[src/logic_bit_defs.vh]
// Constants for the logic AND and bit set/clear execute slice
`ifndef LOGIC_BIT_DEFS_VH
`define LOGIC_BIT_DEFS_VH

// ----------------------------------------------------------------
// Opcode patterns
// ----------------------------------------------------------------
`define AND_LIT_OPC      8'hB5
`define AND_FILE_OPC     7'h05
`define BIT_CLR_OPC      5'h11
`define BIT_SET_OPC      5'h10

// ----------------------------------------------------------------
// Instruction word field positions
// ----------------------------------------------------------------
`define LIT_MSB          7
`define ADDR_MSB         7
`define DEST_BIT         8
`define BITSEL_MSB       10
`define BITSEL_LSB       8

// ----------------------------------------------------------------
// Operation classes
// ----------------------------------------------------------------
`define OPC_NONE         3'h0
`define OPC_AND_LIT      3'h1
`define OPC_AND_FILE     3'h2
`define OPC_BIT_CLR      3'h3
`define OPC_BIT_SET      3'h4

// ----------------------------------------------------------------
// Phases of one instruction cycle
// ----------------------------------------------------------------
`define PH_Q1            2'h0
`define PH_Q2            2'h1
`define PH_Q3            2'h2
`define PH_Q4            2'h3
`define PHASES_PER_CYCLE 4

// ----------------------------------------------------------------
// Reset values
// ----------------------------------------------------------------
`define BYTE_RST         8'h00
`define ADDR_RST         8'h00

`endif

[src/logic_and_bit_op_execute.v]
// Four-phase execute slice for literal/file AND and bit set/clear
//
// Notes on behaviour
// - Upper byte 1011 0101: AND low-byte literal into working register.
// - AND operations update only zero flag: set when result is zero.
// - Literal AND: decode Q1, read literal Q2, compute Q3, write Q4.
// - Top seven bits 0000 101: file AND, bit 8 destination, low byte addr.
// - Destination 0 writes working register; 1 writes the file register.
// - Top five bits 1000 1: bit clear, bits 10..8 position, low byte addr.
// - Bit clear zeroes selected bit, other seven bits kept, written back.
// - Top five bits 1000 0: bit set, bits 10..8 position, low byte addr.
// - Bit set forces selected bit to one, other bits kept, written back.
// - Bit operations touch no status flag except via a status write.
// - Any address 0..255 and any bit position 0..7 are accepted.
`timescale 1ns/100ps
`include "logic_bit_defs.vh"

module logic_and_bit_op_execute (
  input  wire        clk,
  input  wire        srst,
  input  wire [15:0] instr_word,
  input  wire [7:0]  working_register,
  input  wire [7:0]  file_rd_data,
  output reg  [1:0]  phase_q,
  output reg         op_hit_q,
  output reg         file_rd_en_q,
  output reg  [7:0]  file_rd_addr_q,
  output reg         file_wr_en_q,
  output reg  [7:0]  file_wr_addr_q,
  output reg  [7:0]  file_wr_data_q,
  output reg         work_wr_en_q,
  output reg  [7:0]  work_wr_data_q,
  output reg         zero_wr_en_q,
  output reg         zero_val_q
);

  // ----------------------------------------------------------------
  // Decoder outputs for the word presented in Q1
  // ----------------------------------------------------------------
  wire [2:0] dec_class;
  wire [7:0] dec_literal;
  wire [7:0] dec_addr;
  wire       dec_dest_file;
  wire [2:0] dec_bit_sel;

  // ----------------------------------------------------------------
  // Latched instruction state across the cycle
  // ----------------------------------------------------------------
  reg  [2:0] class_q;
  reg  [2:0] class_d;
  reg  [7:0] literal_q;
  reg  [7:0] literal_d;
  reg  [7:0] addr_q;
  reg  [7:0] addr_d;
  reg        dest_file_q;
  reg        dest_file_d;
  reg  [2:0] bit_sel_q;
  reg  [2:0] bit_sel_d;
  reg  [7:0] operand_q;
  reg  [7:0] operand_d;
  reg  [7:0] result_q;
  reg  [7:0] result_d;
  reg        result_zero_q;
  reg        result_zero_d;

  // ----------------------------------------------------------------
  // Next values of the output flops
  // ----------------------------------------------------------------
  reg  [1:0] phase_d;
  reg        op_hit_d;
  reg        file_rd_en_d;
  reg  [7:0] file_rd_addr_d;
  reg        file_wr_en_d;
  reg  [7:0] file_wr_addr_d;
  reg  [7:0] file_wr_data_d;
  reg        work_wr_en_d;
  reg  [7:0] work_wr_data_d;
  reg        zero_wr_en_d;
  reg        zero_val_d;

  // One-hot mask of the selected bit position
  wire [7:0] bit_mask;

  // ----------------------------------------------------------------
  // Decoder instance
  // ----------------------------------------------------------------
  op_decode u_op_decode (
    .instr_word (instr_word),
    .op_class   (dec_class),
    .literal    (dec_literal),
    .file_addr  (dec_addr),
    .dest_file  (dec_dest_file),
    .bit_sel    (dec_bit_sel)
  );

  // ----------------------------------------------------------------
  // Bit position mask
  // ----------------------------------------------------------------
  genvar gi;
  generate
    for (gi = 0; gi < 8; gi = gi + 1) begin : g_mask
      // Every position 0..7 reachable
      // Compared at genvar width, no select of the genvar itself
      assign bit_mask[gi] = ({29'h0000000, bit_sel_q} == gi);
    end
  endgenerate

  // ----------------------------------------------------------------
  // Phase sequencing and decode capture
  // ----------------------------------------------------------------
  always @* begin
    phase_d        = phase_q + 2'h1;
    class_d        = class_q;
    literal_d      = literal_q;
    addr_d         = addr_q;
    dest_file_d    = dest_file_q;
    bit_sel_d      = bit_sel_q;
    op_hit_d       = op_hit_q;
    file_rd_en_d   = 1'b0;
    file_rd_addr_d = file_rd_addr_q;
    case (phase_q)
      `PH_Q1: begin
        // Decode: latch class and fields, present read address
        class_d        = dec_class;
        literal_d      = dec_literal;
        addr_d         = dec_addr;
        dest_file_d    = dec_dest_file;
        bit_sel_d      = dec_bit_sel;
        op_hit_d       = (dec_class != `OPC_NONE);
        file_rd_addr_d = dec_addr;
        file_rd_en_d   = (dec_class == `OPC_AND_FILE) ||
                         (dec_class == `OPC_BIT_CLR)  ||
                         (dec_class == `OPC_BIT_SET);
      end
      `PH_Q2: begin
        file_rd_en_d   = 1'b0;
      end
      `PH_Q3: begin
        file_rd_en_d   = 1'b0;
      end
      `PH_Q4: begin
        // Instruction cycle ends, hit flag drops
        op_hit_d       = 1'b0;
      end
      default: begin
        phase_d        = `PH_Q1;
      end
    endcase
  end

  // ----------------------------------------------------------------
  // Operand fetch in Q2
  // ----------------------------------------------------------------
  always @* begin
    operand_d = operand_q;
    if (phase_q == `PH_Q2) begin
      if (class_q == `OPC_AND_LIT)
        operand_d = literal_q;
      else
        operand_d = file_rd_data;
    end
  end

  // ----------------------------------------------------------------
  // Execute in Q3
  // ----------------------------------------------------------------
  always @* begin
    result_d      = result_q;
    result_zero_d = result_zero_q;
    if (phase_q == `PH_Q3) begin
      case (class_q)
        `OPC_AND_LIT: begin
          result_d = working_register & operand_q;
        end
        `OPC_AND_FILE: begin
          result_d = working_register & operand_q;
        end
        `OPC_BIT_CLR: begin
          result_d = operand_q & ~bit_mask;
        end
        `OPC_BIT_SET: begin
          result_d = operand_q | bit_mask;
        end
        default: begin
          result_d = `BYTE_RST;
        end
      endcase
      result_zero_d = (result_d == `BYTE_RST);
    end
  end

  // ----------------------------------------------------------------
  // Destination write strobes, launched for Q4
  // ----------------------------------------------------------------
  always @* begin
    file_wr_en_d   = 1'b0;
    file_wr_addr_d = file_wr_addr_q;
    file_wr_data_d = file_wr_data_q;
    work_wr_en_d   = 1'b0;
    work_wr_data_d = work_wr_data_q;
    zero_wr_en_d   = 1'b0;
    zero_val_d     = zero_val_q;
    if (phase_q == `PH_Q3) begin
      case (class_q)
        `OPC_AND_LIT: begin
          // Literal result always to working register
          work_wr_en_d   = 1'b1;
          work_wr_data_d = result_d;
          zero_wr_en_d   = 1'b1;
          zero_val_d     = result_zero_d;
        end
        `OPC_AND_FILE: begin
          // Exactly one destination, chosen by d
          work_wr_en_d   = ~dest_file_q;
          work_wr_data_d = result_d;
          file_wr_en_d   = dest_file_q;
          file_wr_addr_d = addr_q;
          file_wr_data_d = result_d;
          zero_wr_en_d   = 1'b1;
          zero_val_d     = result_zero_d;
        end
        `OPC_BIT_CLR: begin
          // Write back, flags untouched
          // A status target changes only through this write
          file_wr_en_d   = 1'b1;
          file_wr_addr_d = addr_q;
          file_wr_data_d = result_d;
          zero_wr_en_d   = 1'b0;
        end
        `OPC_BIT_SET: begin
          // Write back, flags untouched
          file_wr_en_d   = 1'b1;
          file_wr_addr_d = addr_q;
          file_wr_data_d = result_d;
          zero_wr_en_d   = 1'b0;
        end
        default: begin
          file_wr_en_d   = 1'b0;
        end
      endcase
    end
  end

  // ----------------------------------------------------------------
  // Internal state flops
  // ----------------------------------------------------------------
  always @(posedge clk) begin
    if (srst) begin
      class_q       <= `OPC_NONE;
      literal_q     <= `BYTE_RST;
      addr_q        <= `ADDR_RST;
      dest_file_q   <= 1'b0;
      bit_sel_q     <= 3'h0;
      operand_q     <= `BYTE_RST;
      result_q      <= `BYTE_RST;
      result_zero_q <= 1'b0;
    end else begin
      class_q       <= class_d;
      literal_q     <= literal_d;
      addr_q        <= addr_d;
      dest_file_q   <= dest_file_d;
      bit_sel_q     <= bit_sel_d;
      operand_q     <= operand_d;
      result_q      <= result_d;
      result_zero_q <= result_zero_d;
    end
  end

  // ----------------------------------------------------------------
  // Output flops
  // ----------------------------------------------------------------
  always @(posedge clk) begin
    if (srst) begin
      phase_q        <= `PH_Q1;
      op_hit_q       <= 1'b0;
      file_rd_en_q   <= 1'b0;
      file_rd_addr_q <= `ADDR_RST;
      file_wr_en_q   <= 1'b0;
      file_wr_addr_q <= `ADDR_RST;
      file_wr_data_q <= `BYTE_RST;
      work_wr_en_q   <= 1'b0;
      work_wr_data_q <= `BYTE_RST;
      zero_wr_en_q   <= 1'b0;
      zero_val_q     <= 1'b0;
    end else begin
      phase_q        <= phase_d;
      op_hit_q       <= op_hit_d;
      file_rd_en_q   <= file_rd_en_d;
      file_rd_addr_q <= file_rd_addr_d;
      file_wr_en_q   <= file_wr_en_d;
      file_wr_addr_q <= file_wr_addr_d;
      file_wr_data_q <= file_wr_data_d;
      work_wr_en_q   <= work_wr_en_d;
      work_wr_data_q <= work_wr_data_d;
      zero_wr_en_q   <= zero_wr_en_d;
      zero_val_q     <= zero_val_d;
    end
  end

endmodule

[src/op_decode.v]
// Opcode matcher and operand field extractor
`timescale 1ns/100ps
`include "logic_bit_defs.vh"

module op_decode (
  input  wire [15:0] instr_word,
  output wire [2:0]  op_class,
  output wire [7:0]  literal,
  output wire [7:0]  file_addr,
  output wire        dest_file,
  output wire [2:0]  bit_sel
);

  // ----------------------------------------------------------------
  // Classify a word into one of the four operations, or none if no pattern matches
  // ----------------------------------------------------------------
  function [2:0] classify;
    input [15:0] w;
    begin
      if (w[15:8] == `AND_LIT_OPC)
        classify = `OPC_AND_LIT;
      else if (w[15:9] == `AND_FILE_OPC)
        classify = `OPC_AND_FILE;
      else if (w[15:11] == `BIT_CLR_OPC)
        classify = `OPC_BIT_CLR;
      else if (w[15:11] == `BIT_SET_OPC)
        classify = `OPC_BIT_SET;
      else
        classify = `OPC_NONE;
    end
  endfunction

  // Operand fields, full 8-bit address and 3-bit position
  assign op_class  = classify(instr_word);
  assign literal   = instr_word[`LIT_MSB:0];
  assign file_addr = instr_word[`ADDR_MSB:0];
  assign dest_file = instr_word[`DEST_BIT];
  assign bit_sel   = instr_word[`BITSEL_MSB:`BITSEL_LSB];

endmodule

[config.mk]
export PLATFORM = sky130hd
export DESIGN_NAME = logic_and_bit_op_execute
export DESIGN_NICKNAME = d
export VERILOG_FILES = /design/src/logic_and_bit_op_execute.v /design/src/op_decode.v
export VERILOG_INCLUDE_DIRS = /design/src
export SDC_FILE = /design/constraint.sdc
export NUM_CORES = 1
export LEC_CHECK = 0
export BUFFER_PORTS_ARGS = -buffer_cell sky130_fd_sc_hd__buf_2
export CAP_MARGIN = 10
export CORE_UTILIZATION = 53
export CTS_CLUSTER_SIZE = 16
export DETAILED_ROUTE_END_ITERATION = 12
export PLACE_DENSITY = 0.91
export SLEW_MARGIN = 40
export SYNTH_ARGS = -nofsm -noshare
export SYNTH_HDL_FRONTEND = slang
export SYNTH_HIERARCHICAL = 1
export SYNTH_SLANG_ARGS = --single-unit
[constraint.sdc]
create_clock -name clk -period 2.7 [get_ports clk]
set_input_delay 0.54 -clock clk [delete_from_list [all_inputs] [get_ports clk]]
set_output_delay 0.54 -clock clk [all_outputs]
set_load 0.1 [all_outputs]
# [Yosys cells after proc, flatten, opt, wreduce, memory -nomap -nowiden]
# Cells that the tools add are included.
[word_totals] ff_bits=64 inputBits=34 out_inout_bits=40 wordCells=73
[op_classes] add_sub_neg=1 eq_ne=21 mux=13 bitwise=7 n_reduce_logical=14
[op_table] operator="two-way mux 8 bit" count=3
[op_table] operator="one-hot mux 8 bit (3 select lines)" count=1
[op_table] operator="== test 3 x 2 -> 1 bit (second input constant)" count=6
[op_table] operator="== test 3 bit (second input constant)" count=6
[op_table] operator="bitwise AND 8 bit" count=2
[op_table] operator="two-way mux 3 bit" count=4
[op_table] operator="== test 5 bit (second input constant)" count=2
[op_table] operator="== test 8 bit (second input constant)" count=1
[op_table] operator="zero test 8 bit" count=1
[op_table] operator="NOT 8 bit" count=1
[op_table] operator="bitwise OR 8 bit" count=1
[op_table] operator="OR reduction 2 bit" count=4
[op_table] operator="== test 7 x 3 -> 1 bit (second input constant)" count=1
[op_table] operator="== test 3 x 1 -> 1 bit (second input constant)" count=2
[op_table] operator="one-hot mux 1 bit (2 select lines)" count=3
[op_table] operator="== test 2 bit (second input constant)" count=2
[op_table] operator="AND reduction 2 bit" count=2
[op_table] operator="zero test 3 bit" count=1
[op_table] operator="NOT 1 bit" count=3
[op_table] operator="nonzero test 3 bit" count=1
[op_table] operator="OR reduction 3 bit" count=1
[op_table] operator="adder 2 x 1 -> 2 bit (second input constant)" count=1
[op_table] operator="== test 2 x 1 -> 1 bit (second input constant)" count=1
[op_table] operator="zero test 2 bit" count=1
[op_table] operator="other kinds (3)" count=5

# [Depth between registers and ports, before layout]
[depth] ltp_word=8 ltp_mapped=8 depth_no_buf=6

# [Hierarchy]
# The synthesis kept the hierarchy.
[modules_own_cells] mod="logic_and_bit_op_execute" n_inst=1 cells_each=320 area_each_um2=2812.7 seq_area_each_um2=1281.2
[modules_own_cells] mod="op_decode" n_inst=1 cells_each=29 area_each_um2=217.7 seq_area_each_um2=0.0

# [Least setup slack after synthesis]
# No wires, ideal clock.
[synth_path] path_kind="register to register" from="reg phase_q[1]" to="reg work_wr_data_q[1]" setup_time_ns=0.126 arrival_ns=2.174 t_required_ns=2.574 path_slack_ns=0.400 stages_incl_launch_ff=6 path_buffers=1 synth_period_minus_slack_ns=2.300 path_cell_list="dfxtp_1 -> ha_1 -> nor3b_1 -> buf_2 -> mux2i_1 -> nor2_1"
[synth_via] elab_chain_cells=2 elab_cells_between_ends=3 cone_classes="1 x eq/ne; 1 x mux; 1 x reduce/logical"
[synth_rtl] element="from (decl)" line="logic_and_bit_op_execute.v:24" source="output reg [1:0] phase_q,"
[synth_rtl] element="from (signal assigned)" line="logic_and_bit_op_execute.v:274" source="phase_q <= `PH_Q1;"
[synth_rtl] element="from (signal assigned)" line="logic_and_bit_op_execute.v:286" source="phase_q <= phase_d;"
[synth_rtl] element="== test 2 bit (no line) *"
[synth_rtl] element="two-way mux 8 bit / AND reduction 2 bit (equally long branches)"
[synth_rtl] element="to (signal assigned)" line="logic_and_bit_op_execute.v:282" source="work_wr_data_q <= `BYTE_RST;"
[synth_rtl] element="to (signal assigned)" line="logic_and_bit_op_execute.v:294" source="work_wr_data_q <= work_wr_data_d;"
[synth_rtl] element="to (decl)" line="logic_and_bit_op_execute.v:32" source="output reg [7:0] work_wr_data_q,"
# Every way passes the cells marked *; elsewhere a longest branch is shown, timed or not.
# A chain may end at the register's enable or synchronous reset.

# [Worst setup path in the final report]
[layout_path] from="reg class_q[1]" to="reg zero_val_q"
[layout_via] elab_chain_cells=6 elab_cells_between_ends=10 cone_classes="4 x eq/ne; 3 x mux; 3 x reduce/logical"
[layout_rtl] element="from (decl)" line="logic_and_bit_op_execute.v:49" source="reg [2:0] class_q;"
[layout_rtl] element="from (signal assigned)" line="logic_and_bit_op_execute.v:249" source="class_q <= `OPC_NONE;"
[layout_rtl] element="from (signal assigned)" line="logic_and_bit_op_execute.v:258" source="class_q <= class_d;"
[layout_rtl] element="== test 3 x 1 -> 1 bit / == test 3 x 2 -> 1 bit (equally long branches)" line="logic_and_bit_op_execute.v:171, logic_and_bit_op_execute.v:204"
[layout_rtl] element="OR reduction 2 bit (no line)"
[layout_rtl] element="one-hot mux 8 bit (3 select lines)" line="logic_and_bit_op_execute.v:171" source="case (class_q)"
[layout_rtl] element="two-way mux 8 bit" line="logic_and_bit_op_execute.v:170" source="if (phase_q == `PH_Q3) begin"
[layout_rtl] element="zero test 8 bit (no line)"
[layout_rtl] element="two-way mux 1 bit" line="logic_and_bit_op_execute.v:170"
[layout_rtl] element="to (signal assigned)" line="logic_and_bit_op_execute.v:296" source="zero_val_q <= zero_val_d;"
[layout_rtl] element="to (decl)" line="logic_and_bit_op_execute.v:34" source="output reg zero_val_q"
# Parallel ways exist; a longest one is shown, timed or not. The select of a mux whose other input is x is not followed.

==> summary.txt <==
Finish
  • Fin cells: between 400 and 500
  • Fill count: 471
  • Most frequent cells in the layout: buf_2, dfxtp_1, nor2_1
  • P&R area growth vs syn: 13.5%
  • Layout cells sized above 1: 25.6%
  • Final net count: approximately 430
  • Commonest non-fill, non-tap cell in the layout: buf_2
  • Diode count: 0

Clock tree
  • TritonCTS clock tree: yes
  • Clock sinks: 64
  • Clk Latency, worst-skew pair: about 0.34 ns
  • CTS clk-pin slew, worst paths: about 0.070 ns
  • Inserted Clock Buffers: 9
  • CTS H-tree lvls: 3
  • CTS hold repair buffers: 0
  • # resized after CTS: 0
  • Root Buffer: clkbuf_8
  • Maximum clock path buffer count: 2
  • Post-CTS setup buffer count: 0

STA
  • Fmax: 0.430 GHz
  • Worst slew margin: 54.9%
  • Final setup fails: 0
  • Period utilization: 86.1%
  • Tightest Pin Transition: 0.674 ns
  • Clock Skew: 0.0103 ns
  • Post-route minimum period: roughly 2.3 ns
  • Final hold violation count: 0
  • Slew Viols, Final: 0
  • Post-route setup TNS: 0 ns
  • RSZ-0062 raised after global routing: no

Power and ir drop
  • Peak VDD IR: 467 uV
  • Lkg Pwr: ~1.5 nW
  • Cell Pwr Density: 627 nW/um^2

Setup path
  • R2R Setup Slk: 0.37 ns
  • Crit end category: flop
  • Crit path max fanout: 20
  • WP data required: 2.95 ns
  • Setup Crit Path Kind: flop to flop
  • Critical path launch point type: flop
  • Critical Path AT: between 2 and 3 ns

Placed design
  • Port Buffers: 73
  • Post-DP HPWL: 4860 um
  • # placed instances: about 450
  • Routability Congestion: 0.912

Floorplanning
  • Die footprint: 6020 sq um
  • Core Rows: 27
  • Initial Util: 55.0%
  • Die width: roughly 78 um
  • Core area: 5510 sq um
  • I/O Pins: 74
  • Die Ht: 77.6 um

Worst hold path
  • Hold Crit Class: flop to flop

Synth
  • Synthesized flop and latch total: 64
  • Avg Inst Size Synth: between 8 and 9 sq um
  • Number of distinct library cells after synthesis: 45
  • Asr flop ratio synth: 0%
  • Primary FF master, synth: dfxtp_1
  • Cell area after synthesis: 3030 sq um
  • Synth Net Count: between 300 and 400
  • Synth Instances: between 300 and 400
  • Number of synthesized flops with an enable pin: 0
  • Synth warnings: 6
  • Register area share after synthesis: 42.3%

Global routing
  • Antenna violations before repair: 0
  • M1 GR Usage: 29.0%
  • First-pass GRT wire length: 11,300 um
  • GR peak layer: met2
  • GR Overflow Total: 0
  • Largest net degree at the start of global routing: 44
  • Tot GR Track Use: 23.9%
  • Met3 Use GR: between 6 and 7%
  • M2 GR Usage: approximately two fifths
  • Number of global-route vias before repair: 2,417

Outcome
  • Status: finished clean

Job
  • Max cap viols: 0

Routing
  • Vias: 2,558
  • Drt initial violations: 346
  • Vias per std cell: 5.48
  • Final wirelength: 6840 um
  • Remaining DRCs: 0
  • WL/cell: 14.6 um
  • Drt pass-1 iters: 4
  • Final ANT Viol Nets: 0
[state kept, by name, summed over array words and instances, names as in the netlist, 2 cells and up]
| signal | count |
|---|---|
| phase_q | 2 |
| class_q | 3 |
| bit_sel_q | 3 |
| file_rd_addr_q | 8 |
| file_wr_addr_q | 8 |
| literal_q | 8 |
| operand_q | 8 |
| work_wr_data_q | 8 |
| file_wr_data_q | 8 |
[Yosys cell counts, drive strengths merged (2+ instances only)]
cell / n / area (sq um)
nor2b: 4 / 25.0
a211oi: 5 / 37.5
buf: 36 / 240
mux2i: 31 / 310
or4: 2 / 18.8
nor2: 51 / 191
inv: 6 / 22.5
clkbuf: 11 / 41.3
nand3b: 5 / 37.5
o21ai: 2 / 10.0
nor4: 4 / 31.3
a311oi: 11 / 96.3
nand2b: 7 / 43.8
a21oi: 20 / 100
o221ai: 2 / 17.5
dfxtp: 64 / 1280
nand2: 48 / 180
o32a: 3 / 30.0
maj3: 2 / 20.0
nor3b: 7 / 52.6
nor3: 4 / 20.0
ha: 4 / 50.1
a31oi: 3 / 18.8
[per-stage QoR]
| step | power, mW | hold WS (ns) | util [%] | cell area (sq um) | setup WS (ns) |
|---|---|---|---|---|---|
| floorplan | 1.30 | 0.425 | - | 3030 | 0.400 |
| global placement | 1.35 | 0.441 | 59.0 | 3250 | 0.434 |
| detailed placement | 1.36 | 0.446 | 59.0 | 3250 | 0.401 |
| CTS | 2.16 | 0.450 | 62.5 | 3440 | 0.382 |
| global route | 2.24 | 0.455 | 62.5 | 3440 | 0.235 |
| finish | 2.16 | 0.455 | 62.5 | 3440 | 0.374 |
[area by class of cell]
cell class              count  area [sq um]  share of cell area [%]
inverters                   7          26.3                   0.764
clock buffers              10           138                    4.00
flip-flops and latches     64          1280                    37.2
repair buffers             78           403                    11.7
multi-input cells         231          1450                    42.0
clock inverters             5          56.3                    1.64
well taps                  72          90.1                    2.62
[cells by family (layout without fill, tap and decap cells)]
| group | Yosys count | count (layout) | synth area share (%) |
|---|---|---|---|
| AND/OR/NAND/NOR | 140 | 140 | 22.2 |
| flip-flops | 64 | 64 | 42.3 |
| buffers and inverters | 54 | 100 | 10.2 |
| AO/OA/AOI/OAI | 53 | 53 | 12.5 |
| multiplexers | 31 | 31 | 10.2 |
| adder cells (fa/ha/maj) | 6 | 6 | 2.31 |
| XOR/XNOR | 1 | 1 | 0.289 |
[worst max-delay path, stage by stage (launching register included)]
cell	delay [ns]
dfxtp_1	0.71
and2b_4	0.27
a311oi_1	0.09
o32a_1	0.38
or4_4	0.54
o32ai_2	0.24
[path summary, 6_finish.rpt]
path                          start                 to  depth (start not counted)
hold / removal    file_wr_data_q[3]  file_wr_data_q[3]                          2
setup / recovery         class_q[1]         zero_val_q                          5
hold reg to reg   file_wr_data_q[3]  file_wr_data_q[3]                          2
setup reg to reg         class_q[1]         zero_val_q                          5
[metal layers]
layer	wire length [um]	part of all wire, %
met4	115	1.7
met1	3020	44
met5	0	0
met3	410	6.0
met2	3290	48
[power by group]
group	leakage [nW]	internal [mW]	switching (mW)
clock network	0.0985	0.446	0.371
logic	0.872	0.0994	0.214
registers	0.522	0.986	0.0414
Note: power is estimated with default switching activity, not from simulation.
